`src/pkg/fsp_regs.svh`:
```
`ifndef FSP_REGS_SVH
`define FSP_REGS_SVH

// bit positions within the 16-bit status word {high byte, low byte}
`define FSP_S_BUSY        0
`define FSP_S_LATCH       1
`define FSP_S_REGION_LO   2
`define FSP_S_REGION_HI   6
`define FSP_S_GUARD_LO    7
`define FSP_S_GUARD_HI    8
`define FSP_S_QUAD        9
`define FSP_S_OTP0        10
`define FSP_S_OTP1        11
`define FSP_S_DUMMY       12
`define FSP_S_RSVD        13
`define FSP_S_INVERT      14
`define FSP_S_SUSPEND     15

// reset value of the whole status word (delivery state)
`define FSP_STATUS_RESET  16'h0000

// dummy clock counts for the dual and quad i/o reads
`define FSP_DUAL_DUMMY_0  4'h4
`define FSP_DUAL_DUMMY_1  4'h8
`define FSP_QUAD_DUMMY_0  4'h6
`define FSP_QUAD_DUMMY_1  4'hA

// array geometry: 2 MB, 64 KB blocks, 4 KB sectors
`define FSP_ADDR_W        21
`define FSP_ARRAY_TOP     21'h1FFFFF
`define FSP_BLOCK_SHIFT   5'h10
`define FSP_SECTOR_SHIFT  5'h0C

// idle levels of the synchronised pins {write_guard_n, si, cs_n, sclk}
`define FSP_PIN_IDLE      4'hE

`endif

```
`src/pkg/fsp_pkg.sv`:
```
package fsp_pkg;

    typedef enum logic [7:0] {
        FSP_CMD_NONE     = 8'b0000_0000,
        FSP_CMD_STATUS_WRITE_CMD     = 8'b0000_0001,
        FSP_CMD_PP       = 8'b0000_0010,
        FSP_CMD_WRDI     = 8'b0000_0100,
        FSP_CMD_RDSR_LO  = 8'b0000_0101,
        FSP_CMD_WRITE_ENABLE_CMD     = 8'b0000_0110,
        FSP_CMD_SE       = 8'b0010_0000,
        FSP_CMD_RDSR_HI  = 8'b0011_0101,
        FSP_CMD_BE32     = 8'b0101_0010,
        FSP_CMD_CE_A     = 8'b0110_0000,
        FSP_CMD_RST_EN   = 8'b0110_0110,
        FSP_CMD_SUSPEND  = 8'b0111_0101,
        FSP_CMD_RESUME   = 8'b0111_1010,
        FSP_CMD_RST      = 8'b1001_1001,
        FSP_CMD_CE_B     = 8'b1100_0111,
        FSP_CMD_BE64     = 8'b1101_1000
    } fsp_cmd_t;

    typedef enum logic [1:0] {
        FSP_GUARD_SOFT   = 2'b00,
        FSP_GUARD_PIN    = 2'b01,
        FSP_GUARD_POWER  = 2'b10,
        FSP_GUARD_OTP    = 2'b11
    } fsp_guard_t;

endpackage

```
`src/verilog/fsp_sync2.sv`:
```
`timescale 1ns/1ps
// two-stage synchroniser, only the second stage leaves this module
module fsp_sync2 #(
    parameter int unsigned       WIDTH = 1,
    parameter logic [WIDTH-1:0] INIT  = '0
) (
    // clock and reset
    input  wire logic             mclk,
    input  wire logic             rst_n,
    // pins in, synchronised copy out
    input  wire logic [WIDTH-1:0] async_in,
    output logic      [WIDTH-1:0] sync_out
);
    logic [WIDTH-1:0] meta;

    always_ff @(posedge mclk or negedge rst_n) begin
        if (!rst_n) begin
            meta     <= INIT;
            sync_out <= INIT;
        end else begin
            meta     <= async_in;
            sync_out <= meta;
        end
    end
endmodule

```
`src/verilog/fsp_region_decode.sv`:
```
`timescale 1ns/1ps
`include "fsp_regs.svh"
module fsp_region_decode (
    // protection settings
    input  wire logic [4:0]              region_sel,
    input  wire logic                    region_invert,
    // address under test
    input  wire logic [`FSP_ADDR_W-1:0]  addr,
    output logic                         is_protected
);
    logic [2:0]             code;
    logic [4:0]             k;
    logic [`FSP_ADDR_W-1:0] hi;
    logic [`FSP_ADDR_W-1:0] lim;
    logic                   plain;

    always_comb begin
        code  = region_sel[2:0];
        k     = `FSP_BLOCK_SHIFT;
        plain = 1'b0;
        if (!region_sel[4]) begin
            k = `FSP_BLOCK_SHIFT + 5'(code) - 5'h01;
        end else if (code[2]) begin
            k = `FSP_SECTOR_SHIFT + 5'h03;
        end else begin
            k = `FSP_SECTOR_SHIFT + 5'(code) - 5'h01;
        end
        hi  = addr >> k;
        lim = `FSP_ARRAY_TOP >> k;
        // region_sel_3 picks top (0) or bottom (1) of the array
        if (code == 3'b000) begin
            plain = 1'b0;
        end else if (code[2:1] == 2'b11) begin
            plain = 1'b1;
        end else if (!region_sel[3]) begin
            plain = (hi == lim);
        end else begin
            plain = (hi == '0);
        end
        // invert flips every region into its complement
        is_protected = region_invert ? !plain : plain;
    end
endmodule

```
`src/verilog/fsp_status_protect.sv`:
```
`timescale 1ns/1ps
`include "fsp_regs.svh"
// Functional notes
// - low byte: guard_lo, region_sel, latch, busy
// - high byte: suspend, invert, rsvd, dummy, locks, quad, guard_hi
// - busy high during program, erase, status write
// - latch clear refuses writes, programs and erases
// - program and erase blocked inside protected region
// - region bits writable only without hardware protection
// - full wipe only for all-zero or all-one codes
// - inverted: code 000 all, 11x none
// - inverted 00: lower fractions protected
// - inverted 01: upper fractions protected
// - inverted 10: all except top sectors
// - inverted 11: all except bottom sectors
// - guard 00: writes need only the latch
// - guard 01 with pin low: locked, except while quad is on
// - guard 01 with pin high: latch suffices
// - guard 10: locked until power cycle
// - guard 11: status locked until power cycle
// - quad bit turns control pins into data
// - lock bits set once, cleared only by power cycle
// - dummy bit selects read dummy clocks
// - dual 4 or 8, quad 6 or 10
// - suspend set by 75, cleared by resume/reset
// - latch set by enable, cleared by writes
// - normal mode protects complement of inverted region
module fsp_status_protect
    import fsp_pkg::*;
#(
    parameter int unsigned BUSY_CYCLES = 1000
) (
    // clock and reset
    input  wire logic                    mclk,
    input  wire logic                    arst_n,
    // serial link
    input  wire logic                    sclk,
    input  wire logic                    cs_n,
    input  wire logic                    si,
    output logic                         so,
    output logic                         so_oe,
    // write-guard pin
    input  wire logic                    write_guard_n,
    // status and configuration
    output logic                         busy_flag,
    output logic                         write_latch,
    output logic                         suspend_flag,
    output logic                         quad_pins_on,
    output logic                         guard_pin_active,
    output logic                         pause_pin_active,
    output logic [1:0]                   otp_lock,
    output logic [3:0]                   dual_dummy,
    output logic [3:0]                   quad_dummy,
    // array operation start
    output logic                         array_start,
    output fsp_pkg::fsp_cmd_t            array_op,
    output logic [`FSP_ADDR_W-1:0]       array_addr
);
    import fsp_pkg::*;

    localparam int unsigned CW = $clog2(BUSY_CYCLES + 1);

    logic [1:0]              rst_sync;
    logic                    rst_n;
    logic [3:0]              pins;
    logic                    s_sclk;
    logic                    s_cs_n;
    logic                    s_si;
    logic                    s_wp_n;
    logic                    p_sclk;
    logic                    p_cs_n;
    logic                    sclk_rise;
    logic                    sclk_fall;
    logic                    cs_rise;
    logic [2:0]              bit_cnt;
    logic [2:0]              byte_idx;
    logic [6:0]              shreg;
    logic [7:0]              new_byte;
    fsp_cmd_t                cmd;
    logic [23:0]             addr;
    logic [7:0]              d_lo;
    logic [7:0]              d_hi;
    logic                    rd_active;
    logic [7:0]              out_sr;
    logic [7:0]              rd_sel;
    logic                    guard_lo;
    logic                    guard_hi;
    logic [4:0]              region_sel;
    logic                    region_invert;
    logic                    dummy_sel;
    logic [15:0]             status;
    logic [15:0]             wr_word;
    fsp_guard_t              guard;
    logic                    wp_level;
    logic                    sr_ok;
    logic                    in_region;
    logic                    full_ok;
    logic                    exec;
    logic                    do_write_enable_cmd;
    logic                    do_wrdi;
    logic                    do_status_write_cmd;
    logic                    sr_accept;
    logic                    do_pp;
    logic                    do_er;
    logic                    do_ce;
    logic                    start;
    logic                    sw_reset;
    logic                    rst_armed;
    logic [CW-1:0]           busy_cnt;

    // reset release through two flops
    always_ff @(posedge mclk or negedge arst_n) begin
        if (!arst_n) begin
            rst_sync <= 2'h0;
        end else begin
            rst_sync <= {rst_sync[0], 1'b1};
        end
    end
    assign rst_n = rst_sync[1];

    fsp_sync2 #(
        .WIDTH (4),
        .INIT  (`FSP_PIN_IDLE)
    ) u_pins (
        .mclk     (mclk),
        .rst_n    (rst_n),
        .async_in ({write_guard_n, si, cs_n, sclk}),
        .sync_out (pins)
    );
    assign {s_wp_n, s_si, s_cs_n, s_sclk} = pins;

    // edge detection on the synchronised link clock and select
    always_ff @(posedge mclk or negedge rst_n) begin
        if (!rst_n) begin
            p_sclk <= 1'b0;
            p_cs_n <= 1'b1;
        end else begin
            p_sclk <= s_sclk;
            p_cs_n <= s_cs_n;
        end
    end
    assign sclk_rise = s_sclk && !p_sclk && !s_cs_n;
    assign sclk_fall = !s_sclk && p_sclk && !s_cs_n;
    assign cs_rise   = s_cs_n && !p_cs_n;
    assign new_byte  = {shreg, s_si};

    // byte assembly; command, address and status data bytes
    always_ff @(posedge mclk or negedge rst_n) begin
        if (!rst_n) begin
            bit_cnt  <= 3'h0;
            byte_idx <= 3'h0;
            shreg    <= 7'h00;
            cmd      <= FSP_CMD_NONE;
            addr     <= 24'h000000;
            d_lo     <= 8'h00;
            d_hi     <= 8'h00;
        end else if (s_cs_n) begin
            bit_cnt  <= 3'h0;
            byte_idx <= 3'h0;
        end else if (sclk_rise) begin
            shreg   <= new_byte[6:0];
            bit_cnt <= bit_cnt + 3'h1;
            if (bit_cnt == 3'h7) begin
                if (byte_idx != 3'h7) begin
                    byte_idx <= byte_idx + 3'h1;
                end
                if (byte_idx == 3'h0) begin
                    cmd <= fsp_cmd_t'(new_byte);
                end
                if (byte_idx >= 3'h1 && byte_idx <= 3'h3) begin
                    addr <= {addr[15:0], new_byte};
                end
                if (byte_idx == 3'h1) begin
                    d_lo <= new_byte;
                end
                if (byte_idx == 3'h2) begin
                    d_hi <= new_byte;
                end
            end
        end
    end

    assign status = {suspend_flag, region_invert, 1'b0, dummy_sel,
                     otp_lock, quad_pins_on, guard_hi,
                     guard_lo, region_sel, write_latch, busy_flag};

    // status read-out, shifted on falling link clock edges
    assign rd_sel = (byte_idx == 3'h0) ? new_byte : cmd;
    always_ff @(posedge mclk or negedge rst_n) begin
        if (!rst_n) begin
            rd_active <= 1'b0;
            out_sr    <= 8'h00;
            so        <= 1'b0;
            so_oe     <= 1'b0;
        end else begin
            so_oe <= rd_active && !s_cs_n;
            if (s_cs_n) begin
                rd_active <= 1'b0;
            end else if (sclk_rise && bit_cnt == 3'h7) begin
                // reload at every byte boundary: repeated reads stay live
                if (rd_sel == FSP_CMD_RDSR_LO) begin
                    rd_active <= 1'b1;
                    out_sr    <= status[7:0];
                end else if (rd_sel == FSP_CMD_RDSR_HI) begin
                    rd_active <= 1'b1;
                    out_sr    <= status[15:8];
                end
            end else if (sclk_fall && rd_active) begin
                so     <= out_sr[7];
                out_sr <= {out_sr[6:0], 1'b0};
            end
        end
    end

    // commands execute only when select rises on a byte boundary
    assign exec     = cs_rise && bit_cnt == 3'h0 && byte_idx != 3'h0;
    assign guard    = fsp_guard_t'({guard_hi, guard_lo});
    // the guard pin is data while quad mode is on, so it cannot lock
    assign wp_level = quad_pins_on ? 1'b1 : s_wp_n;

    always_comb begin
        case (guard)
            FSP_GUARD_SOFT:  sr_ok = 1'b1;
            FSP_GUARD_PIN:   sr_ok = wp_level;
            FSP_GUARD_POWER: sr_ok = 1'b0;
            FSP_GUARD_OTP:   sr_ok = 1'b0;
            default:         sr_ok = 1'b0;
        endcase
    end

    fsp_region_decode u_region (
        .region_sel    (region_sel),
        .region_invert (region_invert),
        .addr          (addr[`FSP_ADDR_W-1:0]),
        .is_protected  (in_region)
    );

    assign full_ok = (region_sel[2:0] == 3'b000 && !region_invert) ||
                     (region_sel[2:0] == 3'b111 && region_invert);

    assign do_write_enable_cmd   = exec && !busy_flag && cmd == FSP_CMD_WRITE_ENABLE_CMD;
    assign do_wrdi   = exec && !busy_flag && cmd == FSP_CMD_WRDI;
    assign do_status_write_cmd   = exec && !busy_flag && write_latch &&
                       cmd == FSP_CMD_STATUS_WRITE_CMD && byte_idx >= 3'h2;
    assign sr_accept = do_status_write_cmd && sr_ok;
    assign do_pp     = exec && !busy_flag && write_latch &&
                       cmd == FSP_CMD_PP && byte_idx >= 3'h5;
    assign do_er     = exec && !busy_flag && write_latch &&
                       byte_idx == 3'h4 &&
                       (cmd == FSP_CMD_SE || cmd == FSP_CMD_BE32 ||
                        cmd == FSP_CMD_BE64);
    assign do_ce     = exec && !busy_flag && write_latch &&
                       byte_idx == 3'h1 &&
                       (cmd == FSP_CMD_CE_A || cmd == FSP_CMD_CE_B);
    assign start     = sr_accept || ((do_pp || do_er) && !in_region) ||
                       (do_ce && full_ok);
    assign sw_reset  = exec && rst_armed && cmd == FSP_CMD_RST;

    // software reset needs the enable as the command just before it
    always_ff @(posedge mclk or negedge rst_n) begin
        if (!rst_n) begin
            rst_armed <= 1'b0;
        end else if (exec) begin
            rst_armed <= (cmd == FSP_CMD_RST_EN);
        end
    end

    // single-byte write keeps the high byte as it is
    assign wr_word = {(byte_idx >= 3'h3) ? d_hi : status[15:8], d_lo};

    // non-volatile bits; only a power cycle returns them to reset
    always_ff @(posedge mclk or negedge rst_n) begin
        if (!rst_n) begin
            {region_invert, dummy_sel, otp_lock, quad_pins_on,
             guard_hi, guard_lo, region_sel} <= 12'h000;
        end else if (sr_accept) begin
            guard_lo      <= wr_word[`FSP_S_GUARD_LO];
            region_sel    <= wr_word[`FSP_S_REGION_HI:`FSP_S_REGION_LO];
            guard_hi      <= wr_word[`FSP_S_GUARD_HI];
            quad_pins_on  <= wr_word[`FSP_S_QUAD];
            dummy_sel     <= wr_word[`FSP_S_DUMMY];
            region_invert <= wr_word[`FSP_S_INVERT];
            // lock bits only ever accumulate ones
            otp_lock <= otp_lock |
                        wr_word[`FSP_S_OTP1:`FSP_S_OTP0];
        end
    end

    // write latch: every complete write-type command taken while not busy clears it, refused by protection or not
    always_ff @(posedge mclk or negedge rst_n) begin
        if (!rst_n) begin
            write_latch <= 1'(`FSP_STATUS_RESET >> `FSP_S_LATCH);
        end else if (do_write_enable_cmd) begin
            write_latch <= 1'b1;
        end else if (do_wrdi || do_status_write_cmd || do_pp || do_er || do_ce ||
                     sw_reset) begin
            write_latch <= 1'b0;
        end
    end

    // busy timer; it holds while suspended
    always_ff @(posedge mclk or negedge rst_n) begin
        if (!rst_n) begin
            busy_flag <= 1'b0;
            busy_cnt  <= '0;
        end else if (sw_reset) begin
            busy_flag <= 1'b0;
            busy_cnt  <= '0;
        end else if (start) begin
            busy_flag <= 1'b1;
            busy_cnt  <= CW'(BUSY_CYCLES - 1);
        end else if (busy_flag && !suspend_flag) begin
            if (busy_cnt == '0) begin
                busy_flag <= 1'b0;
            end else begin
                busy_cnt <= busy_cnt - 1'b1;
            end
        end
    end

    // suspend applies to array work only, never to a status write
    always_ff @(posedge mclk or negedge rst_n) begin
        if (!rst_n) begin
            suspend_flag <= 1'b0;
        end else if (sw_reset) begin
            suspend_flag <= 1'b0;
        end else if (exec && cmd == FSP_CMD_SUSPEND && busy_flag &&
                     array_op != FSP_CMD_STATUS_WRITE_CMD) begin
            suspend_flag <= 1'b1;
        end else if (exec && cmd == FSP_CMD_RESUME) begin
            suspend_flag <= 1'b0;
        end
    end

    // array operation handoff
    always_ff @(posedge mclk or negedge rst_n) begin
        if (!rst_n) begin
            array_start <= 1'b0;
            array_op    <= FSP_CMD_NONE;
            array_addr  <= '0;
        end else begin
            array_start <= start;
            if (start) begin
                array_op   <= cmd;
                array_addr <= addr[`FSP_ADDR_W-1:0];
            end
        end
    end

    // pin roles and dummy counts
    always_ff @(posedge mclk or negedge rst_n) begin
        if (!rst_n) begin
            guard_pin_active <= 1'b1;
            pause_pin_active <= 1'b1;
            dual_dummy       <= `FSP_DUAL_DUMMY_0;
            quad_dummy       <= `FSP_QUAD_DUMMY_0;
        end else begin
            // tied control pins must never see quad mode drive them
            guard_pin_active <= !quad_pins_on;
            pause_pin_active <= !quad_pins_on;
            dual_dummy <= dummy_sel ? `FSP_DUAL_DUMMY_1
                                    : `FSP_DUAL_DUMMY_0;
            quad_dummy <= dummy_sel ? `FSP_QUAD_DUMMY_1
                                    : `FSP_QUAD_DUMMY_0;
        end
    end
endmodule

```
`config.mk`:
```
export PLATFORM = sky130hd
export DESIGN_NAME = fsp_status_protect
export DESIGN_NICKNAME = d
export VERILOG_FILES = /design/src/pkg/fsp_pkg.sv /design/src/verilog/fsp_sync2.sv /design/src/verilog/fsp_region_decode.sv /design/src/verilog/fsp_status_protect.sv
export VERILOG_INCLUDE_DIRS = /design/src /design/src/pkg
export SDC_FILE = /design/constraint.sdc
export NUM_CORES = 1
export LEC_CHECK = 0
export ABC_AREA = 1
export CAP_MARGIN = 25
export CORE_UTILIZATION = 55
export DETAILED_ROUTE_END_ITERATION = 8
export DONT_BUFFER_PORTS = 1
export PLACE_DENSITY = 0.73
export SETUP_SLACK_MARGIN = 0.05
export SLEW_MARGIN = 20
export SYNTH_ARGS = -nofsm -noshare
export SYNTH_HDL_FRONTEND = slang
export SYNTH_SLANG_ARGS = --single-unit
```
`constraint.sdc`:
```
create_clock -name mclk -period 4.3 [get_ports mclk]
set_input_delay 0.645 -clock mclk [delete_from_list [all_inputs] [get_ports mclk]]
set_output_delay 0.645 -clock mclk [all_outputs]
set_load 0.01 [all_outputs]
```
==> impl_metrics.prom, run 1 <==
# TYPE chip_impl_metric gauge
chip_impl_info{name="outcome",value="finished, final reports clean"} 1
chip_impl_metric{name="timing.clock.skew",unit="ps"} 12.0
chip_impl_metric{name="maxCapViolCount",unit=""} 0
chip_impl_info{name="synthTopCellsByArea",value="sky130_fd_sc_hd__dfrtp_1, sky130_fd_sc_hd__nand2_1, sky130_fd_sc_hd__nand3_1"} 1
chip_impl_metric{name="critical_path.max_fanout",unit=""} 61
chip_impl_metric{name="core.rowCount",unit=""} 42
chip_impl_metric{name="start_util",unit="%"} 56.7
chip_impl_metric{name="yosys.area_share.adder",unit="%"} 2.33
chip_impl_info{name="crit-reg2reg-launch",value="region_sel[1]"} 1
chip_impl_metric{name="synth_async_sr_flop_share",unit="%"} 100
chip_impl_metric{name="area_growth",unit="%"} 8.94
chip_impl_metric{name="critical_path_required",unit="ps"} 4610
chip_impl_metric{name="synth_enable_flop_cells",unit=""} 0
chip_impl_metric{name="dpl-instance-area",unit="sq mm"} 0.00761
chip_impl_info{name="synth_most_common_cell",value="sky130_fd_sc_hd__nand2_1"} 1
chip_impl_info{name="hold-path-endpoint",value="u_pins.meta[1]"} 1
chip_impl_metric{name="post_synth_mux_area_share",unit="%"} 1.35
chip_impl_info{name="cts_tree",value="yes"} 1
chip_impl_metric{name="cts_max_path_buffers",unit=""} 2
chip_impl_metric{name="postSynthAreaPerCell",unit="sq um"} 7.57
chip_impl_metric{name="setup-tns-final",unit="ps"} 0
chip_impl_metric{name="syn-instance-count",unit=""} 995
chip_impl_metric{name="gp_routability_congestion",unit=""} 0.900
chip_impl_metric{name="grt_first_pass_wirelength",unit="um"} 31100
chip_impl_metric{name="critPathMaxStageDelay",unit="ps"} 460
chip_impl_metric{name="die_width",unit="um"} 119
chip_impl_metric{name="core",unit="sq mm"} 0.0133
chip_impl_metric{name="antenna_found_initial",unit=""} 0
chip_impl_metric{name="transition_time_at_the_pin_with_the_least_slew_margin",unit="ps"} 764
chip_impl_metric{name="relSlewSlack",unit="%"} 48.9
chip_impl_metric{name="grt_overflow_total",unit=""} 0
chip_impl_metric{name="power_leakage",unit="uW"} 0.00390
chip_impl_metric{name="sequential_to_total_area_share_from_yosys_stat",unit="%"} 45.3
chip_impl_metric{name="whs",unit="ps"} 212
chip_impl_metric{name="num_io_pins",unit=""} 54
chip_impl_metric{name="dr.pass1.iters",unit=""} 5
chip_impl_metric{name="worst_ep_arrival_time",unit="ps"} 4080
chip_impl_metric{name="die-height",unit="um"} 119
chip_impl_info{name="setup.worst_path.start_class",value="register"} 1
chip_impl_metric{name="fin_area",unit="sq mm"} 0.00821
chip_impl_metric{name="synthesis.area",unit="sq mm"} 0.00753
chip_impl_metric{name="grt_max_degree",unit=""} 62
chip_impl_metric{name="clkSlewWorstSetupHoldPaths",unit="ps"} 60
chip_impl_metric{name="nets",unit=""} 1003
chip_impl_metric{name="design.die.area",unit="sq mm"} 0.0142
chip_impl_info{name="synth_area_leader_cell",value="sky130_fd_sc_hd__dfrtp_1"} 1
chip_impl_metric{name="final_hold_viol_count",unit=""} 0
chip_impl_metric{name="worst_hold_path.num_cells",unit=""} 0
chip_impl_metric{name="cts_setup_buffers",unit=""} 0
chip_impl_info{name="worstSetupPathType",value="register to register"} 1
chip_impl_metric{name="xor_and_xnor_area_share_after_synthesis",unit="%"} 0.814
chip_impl_info{name="postSynth.topFlopCell",value="sky130_fd_sc_hd__dfrtp_1"} 1
chip_impl_metric{name="htree_num_levels",unit=""} 4
chip_impl_metric{name="first_global_vias",unit=""} 6132
chip_impl_metric{name="finalMaxSlewViolations",unit=""} 0
chip_impl_info{name="critical_path.slowest_cell",value="sky130_fd_sc_hd__nor2_1"} 1
chip_impl_metric{name="wirelength_routed",unit="um"} 18700
chip_impl_info{name="synth_commonest_cells",value="sky130_fd_sc_hd__nand2_1, sky130_fd_sc_hd__dfrtp_1, sky130_fd_sc_hd__nand3_1, sky130_fd_sc_hd__inv_1, sky130_fd_sc_hd__o21ai_0"} 1
chip_impl_metric{name="antennaDiodeCount",unit=""} 0
chip_impl_metric{name="synth_top_area_share",unit="%"} 42.2
chip_impl_metric{name="setup_viol_count_final",unit=""} 0
chip_impl_info{name="unrepaired_setup_endpoints_after_global_routing",value="false"} 1
chip_impl_metric{name="share_of_synthesized_cell_area_in_and_or_nand_and_nor_gates",unit="%"} 29.0
chip_impl_metric{name="postSynthRegisterBits",unit=""} 136
chip_impl_metric{name="vias_after_detailed_routing",unit=""} 6534
chip_impl_metric{name="ant_nets",unit=""} 0
chip_impl_metric{name="worstSkewPairLatency",unit="ps"} 420
chip_impl_metric{name="fmax",unit="GHz"} 0.265
chip_impl_metric{name="avgViaCountPerCell",unit=""} 5.58
chip_impl_info{name="clockRootBuffer",value="sky130_fd_sc_hd__clkbuf_16"} 1
chip_impl_metric{name="ir_worst_vdd",unit="uV"} 318
chip_impl_metric{name="unique_masters_post_synth",unit=""} 44
chip_impl_metric{name="detail_route.wl_per_cell",unit="um"} 15.9
chip_impl_metric{name="place.port_buffers",unit=""} 0
chip_impl_metric{name="synth_compound_area_share",unit="%"} 12.1
chip_impl_metric{name="dr.first_iter.drc_count",unit=""} 581
chip_impl_metric{name="dp_hpwl",unit="um"} 13300
chip_impl_metric{name="remaining_drc_errors",unit=""} 0
chip_impl_metric{name="post-route-period-util",unit="%"} 87.6
chip_impl_metric{name="number_of_cts_inserted_buffers",unit=""} 17
chip_impl_info{name="crit_path_frequent_cell",value="sky130_fd_sc_hd__nand2_1"} 1
chip_impl_info{name="critical_path.reg2reg.endpoint",value="busy_cnt[0]"} 1
chip_impl_metric{name="synth_warnings",unit=""} 0
chip_impl_info{name="synth_top_family_by_area",value="simple AND/OR/NAND/NOR gates"} 1
chip_impl_metric{name="p_per_area",unit="mW/mm^2"} 348
chip_impl_metric{name="cts_num_sinks",unit=""} 136
chip_impl_metric{name="final.min_clock_period",unit="ps"} 3770
chip_impl_metric{name="drive_above_1_share",unit="%"} 8.43
chip_impl_metric{name="groute.usage.overall",unit="%"} 27.9
chip_impl_info{name="min-delay-start",value="cs_n"} 1
chip_impl_metric{name="reg2reg_slack",unit="ps"} 530
chip_impl_metric{name="reg2regPathDepth",unit=""} 25
chip_impl_info{name="crit_path_end_kind",value="register"} 1
chip_impl_info{name="hold_path.class",value="input port to register"} 1
through the flow:
step                total power [uW]  instances  util, %  setup WS (ps)
finish                          2860       1172     61.7            532
global route                    2950       1172     61.7            197
CTS                             2870       1172     61.7            635
detailed placement              1440       1139     57.2            658
global placement                1440       1139     57.2            757
floorplan                       1400        998        -            246
worst max path at each step:
stage,start,to,slack (ps),cells past startpoint
after floorplan,rst_sync[1],addr[0],250,0
after global placement,region_sel[1],busy_cnt[0],760,25
after detailed placement,region_sel[1],busy_cnt[8],660,21
after CTS,region_sel[1],busy_cnt[0],640,25
after global routing,region_sel[1],busy_cnt[1],200,23
final,region_sel[1],busy_cnt[0],530,25
final cells by class:
| type | instances | area (sq um) |
|---|---|---|
| Fill cell | 1160 | 5090 |
| Tap cell | 176 | 220 |
| Timing Repair Buffer | 11 | 97.6 |
| Multi-Input combinational cell | 705 | 3460 |
| Inverter | 112 | 420 |
| Sequential cell | 136 | 3420 |
| Clock buffer | 19 | 443 |
| Clock inverter | 13 | 146 |
report_power, final:
group	switching (uW)	internal [uW]	leakage, uW
Clock	566	873	0.000273
Sequential	24.0	1300	0.00185
Combinational	70.1	17.9	0.00178
Total	661	2200	0.00390
cells by family after synthesis:
| group | Yosys count |
|---|---|
| DFF | 136 |
| AOI/OAI and AO/OA | 164 |
| and+or+nand+nor | 506 |
| buffers and inverters | 157 |
| adders and majority gates | 14 |
| muxes | 9 |
| other | 2 |
| xor gates and xnor gates | 7 |
placed cells by master, fill, tap and decap left out, types with 10 or more instances in the layout:
cell	synthesis	final
sky130_fd_sc_hd__dfrtp_1	127	126
sky130_fd_sc_hd__nand2_1	260	260
sky130_fd_sc_hd__clkbuf_16	0	17
sky130_fd_sc_hd__nor3_1	10	10
sky130_fd_sc_hd__ha_1	14	14
sky130_fd_sc_hd__o21ai_1	25	25
sky130_fd_sc_hd__inv_1	106	106
sky130_fd_sc_hd__nor2_1	77	77
sky130_fd_sc_hd__a21oi_1	25	25
sky130_fd_sc_hd__o21ai_0	89	89
sky130_fd_sc_hd__nand4_1	12	12
sky130_fd_sc_hd__nand3_1	125	125
state kept, by name (all words and copies together), names as in the netlist, 2 cells and up:
register and flops:
region_sel 5, cmd 8, quad_dummy 2, addr 21
u_pins.meta 4, d_lo 6, busy_cnt 10, otp_lock 2
d_hi 6, u_pins.sync_out 4, shreg 7, array_addr 21
byte_idx 3, array_op 8, out_sr 8, bit_cnt 3
rst_sync 2
layer usage:
metal,track usage [%],wire (um),up-vias
met2,43.2,8710,247
met5,0,0,-
met3,7.61,1270,39
li1,-,-,3227
met4,9.65,418,0
met1,37.8,8280,3021
what timing repair did:
action | 4_1_cts | 5_1_grt
resized for setup | 0 | 0
hold buffers | 1 | 0
endpoints found under the hold margin | 2 | 0
setup endpoints to repair | 0 | 0
critical path: cells and delay by family, from the launching register on:
kind,cells,cell delay [ps]
and+or+nand+nor,15,1780
AOI/OAI and AO/OA,3,430
buffers and inverters,5,580
DFF,1,420
adders and majority gates,2,420
Note: power is estimated with default switching activity, not from simulation.
==> run 2, diff against run 1 <==
==> constraint.sdc (replaced) <==
create_clock -name mclk -period 4.3 [get_ports mclk]
set_input_delay 0.645 -clock mclk [delete_from_list [all_inputs] [get_ports mclk]]
set_output_delay 0.645 -clock mclk [all_outputs]
set_load 0.1 [all_outputs]
==> run 2 against run 1 <==
Clock skew shrank 3.3 ps. Sequential power barely moved. Wire length rose by 0.34%. Global-route usage rose by 0.59 points. First-iteration DRC count is 4.3% higher. Die area unchanged. Total power increased by 2.0%. Register-to-register slack hardly changed. Setup slack better by 1.9 ps. Largest power group unchanged.
==> impl_metrics.prom, run 2 (synthesis results as in run 1) <==
# TYPE chip_impl_metric gauge
chip_impl_info{name="cts_tree",value="yes"} 1
chip_impl_metric{name="grt_overflow_total",unit=""} 0
chip_impl_metric{name="reg2reg_slack",unit="ps"} 530
chip_impl_metric{name="maxCapViolCount",unit=""} 0
chip_impl_metric{name="groute.usage.overall",unit="%"} 28.5
chip_impl_metric{name="core.rowCount",unit=""} 42
chip_impl_info{name="commonest_cells_after_routing_fill_and_taps_aside",value="sky130_fd_sc_hd__nand2_1, sky130_fd_sc_hd__nand3_1, sky130_fd_sc_hd__dfrtp_1, sky130_fd_sc_hd__inv_1, sky130_fd_sc_hd__o21ai_0"} 1
chip_impl_metric{name="critPathMaxStageDelay",unit="ps"} 430
chip_impl_info{name="outcome",value="finished, final reports clean"} 1
chip_impl_metric{name="sum_of_internal_switching_and_leakage_power",unit="uW"} 2910
chip_impl_metric{name="timing.clock.skew",unit="ps"} 8.74
chip_impl_metric{name="antenna_found_initial",unit=""} 0
chip_impl_metric{name="dr.first_iter.drc_count",unit=""} 606
chip_impl_metric{name="final.min_clock_period",unit="ps"} 3770
chip_impl_metric{name="ir_worst_vdd",unit="uV"} 448
chip_impl_metric{name="gp_routability_congestion",unit=""} 0.924
chip_impl_metric{name="post-route-period-util",unit="%"} 87.6
chip_impl_metric{name="nets",unit=""} 1005
chip_impl_metric{name="clkSlewWorstSetupHoldPaths",unit="ps"} 60
chip_impl_metric{name="power_leakage",unit="uW"} 0.00392
chip_impl_metric{name="ant_nets",unit=""} 0
chip_impl_info{name="final_common_cell",value="sky130_fd_sc_hd__nand2_1"} 1
chip_impl_metric{name="worstSkewPairLatency",unit="ps"} 430
chip_impl_info{name="crit_path_end_kind",value="register"} 1
chip_impl_info{name="biggestRegsByFlops",value="addr: 21 flops, array_addr: 21 flops, busy_cnt: 10 flops"} 1
chip_impl_info{name="clockRootBuffer",value="sky130_fd_sc_hd__clkbuf_16"} 1
chip_impl_info{name="crit_path_frequent_cell",value="sky130_fd_sc_hd__nand2_1"} 1
chip_impl_metric{name="dr.pass1.iters",unit=""} 5
chip_impl_metric{name="numPlacedInstances",unit=""} 1141
chip_impl_metric{name="vias_after_detailed_routing",unit=""} 6668
chip_impl_metric{name="setup-tns-final",unit="ps"} 0
chip_impl_metric{name="drive_above_1_share",unit="%"} 8.72
chip_impl_metric{name="finalMaxSlewViolations",unit=""} 0
chip_impl_metric{name="num_io_pins",unit=""} 54
chip_impl_metric{name="area_growth",unit="%"} 9.32
chip_impl_metric{name="transition_time_at_the_pin_with_the_least_slew_margin",unit="ps"} 971
chip_impl_metric{name="detail_route.wl_per_cell",unit="um"} 16.0
chip_impl_metric{name="cts_setup_buffers",unit=""} 0
chip_impl_metric{name="final_cell_count_no_fill",unit=""} 1174
chip_impl_info{name="setup.worst_path.start_class",value="register"} 1
chip_impl_info{name="worstSetupPathType",value="register to register"} 1
chip_impl_metric{name="fmax",unit="GHz"} 0.265
chip_impl_metric{name="avgViaCountPerCell",unit=""} 5.68
chip_impl_metric{name="grt_max_degree",unit=""} 62
chip_impl_metric{name="critical_path_required",unit="ps"} 4630
chip_impl_metric{name="final_critical_path_setup_slack",unit="ps"} 533
chip_impl_metric{name="design.die.area",unit="sq mm"} 0.0142
chip_impl_metric{name="number_of_cts_inserted_buffers",unit=""} 17
chip_impl_metric{name="cts_max_path_buffers",unit=""} 2
chip_impl_metric{name="start_util",unit="%"} 56.7
chip_impl_metric{name="worst_ep_arrival_time",unit="ps"} 4100
chip_impl_metric{name="grt_first_pass_wirelength",unit="um"} 31600
chip_impl_metric{name="relSlewSlack",unit="%"} 35.4
chip_impl_metric{name="antennaDiodeCount",unit=""} 0
chip_impl_metric{name="place.port_buffers",unit=""} 0
chip_impl_metric{name="core",unit="sq mm"} 0.0133
chip_impl_metric{name="dp_hpwl",unit="um"} 13500
chip_impl_metric{name="die_width",unit="um"} 119
chip_impl_metric{name="critical_path.max_fanout",unit=""} 20
chip_impl_metric{name="wirelength_routed",unit="um"} 18700
chip_impl_metric{name="remaining_drc_errors",unit=""} 0
chip_impl_info{name="hold_path.class",value="input port to register"} 1
chip_impl_metric{name="core_occupancy_in_the_finished_layout",unit="%"} 61.9
chip_impl_metric{name="die-height",unit="um"} 119
chip_impl_info{name="crit_path_cell_trace",value="inv_1 > ha_1 > inv_1 > ha_1 > nand2_1 > nand2_1 > nor2_1 > inv_1 > o21ai_1 > inv_1 > nand2_1 > nand2_1 > nand2_1 > nand2_1 > inv_1 > nand2_1 > nor2_1 > nor2_1 > nand2_1 > a21oi_2 > nand2_2 > nand4_1 > o21ai_0"} 1
chip_impl_metric{name="setup_viol_count_final",unit=""} 0
chip_impl_metric{name="final_hold_viol_count",unit=""} 0
chip_impl_metric{name="p_per_area",unit="mW/mm^2"} 354
chip_impl_info{name="critical_path.slowest_cell",value="sky130_fd_sc_hd__nand2_1"} 1
chip_impl_info{name="unrepaired_setup_endpoints_after_global_routing",value="false"} 1
chip_impl_metric{name="place_ws",unit="ps"} 565
chip_impl_metric{name="fill_cells",unit=""} 1207
chip_impl_metric{name="cts_num_sinks",unit=""} 136
chip_impl_metric{name="htree_num_levels",unit=""} 4
chip_impl_metric{name="first_global_vias",unit=""} 6300
-- run 2: what timing repair did --
item                       in CTS  in global routing
hold buffers                    1                  0
hold endpoints to repair        2                  0
resized for setup               0                  0
setup endpoints to repair       0                  0
-- run 2: final cells by class --
class / instances / area [sq um] / share of cell area, %
Clock buffer: 18 / 429 / 5.21
Tap cell: 176 / 220 / 2.67
Sequential cell: 136 / 3420 / 41.5
Timing Repair Buffer: 13 / 113 / 1.37
Multi-Input combinational cell: 705 / 3460 / 42.0
Clock inverter: 14 / 173 / 2.10
Inverter: 112 / 420 / 5.10
-- run 2: routing by layer --
metal | share of wire, % | up-vias | track usage [%]
met4 | 3.0 | 0 | 11.6
li1 | - | 3229 | -
met3 | 7.4 | 46 | 8.29
met1 | 44 | 3156 | 37.5
met5 | 0 | - | 0
met2 | 46 | 237 | 44.2
-- run 2: path summary, 6_finish.rpt --
kind | start | endpoint | cells past startpoint
max | region_sel[1] | busy_cnt[7] | 23
min reg2reg | rst_sync[1] | d_hi[6] | 0
max reg2reg | region_sel[1] | busy_cnt[7] | 23
min | si | u_pins.meta[2] | 0
min in group asynchronous | rst_sync[1] | d_hi[6] | 0
max in group asynchronous | rst_sync[1] | array_addr[13] | 1
-- run 2: power by group --
group,switching (uW),internal (uW)
sequential,23.7,1300
combinational,83.4,18.0
clock,571,914
total,678,2240
-- run 2: worst max-delay path, delay by kind of cell, from the launching register on --
| family | cells | cell delay [ps] |
|---|---|---|
| AND/OR/NAND/NOR | 13 | 1910 |
| adder cells (fa/ha/maj) | 2 | 430 |
| buffers and inverters | 5 | 370 |
| flip-flops | 1 | 420 |
| AO/OA/AOI/OAI | 3 | 530 |
-- run 2: per-stage QoR --
step	hold slack (ps)	instance area, sq um
finish	208	8240
CTS	202	8240
global placement	334	7620
global route	191	8240
detailed placement	340	7620
floorplan	331	7540
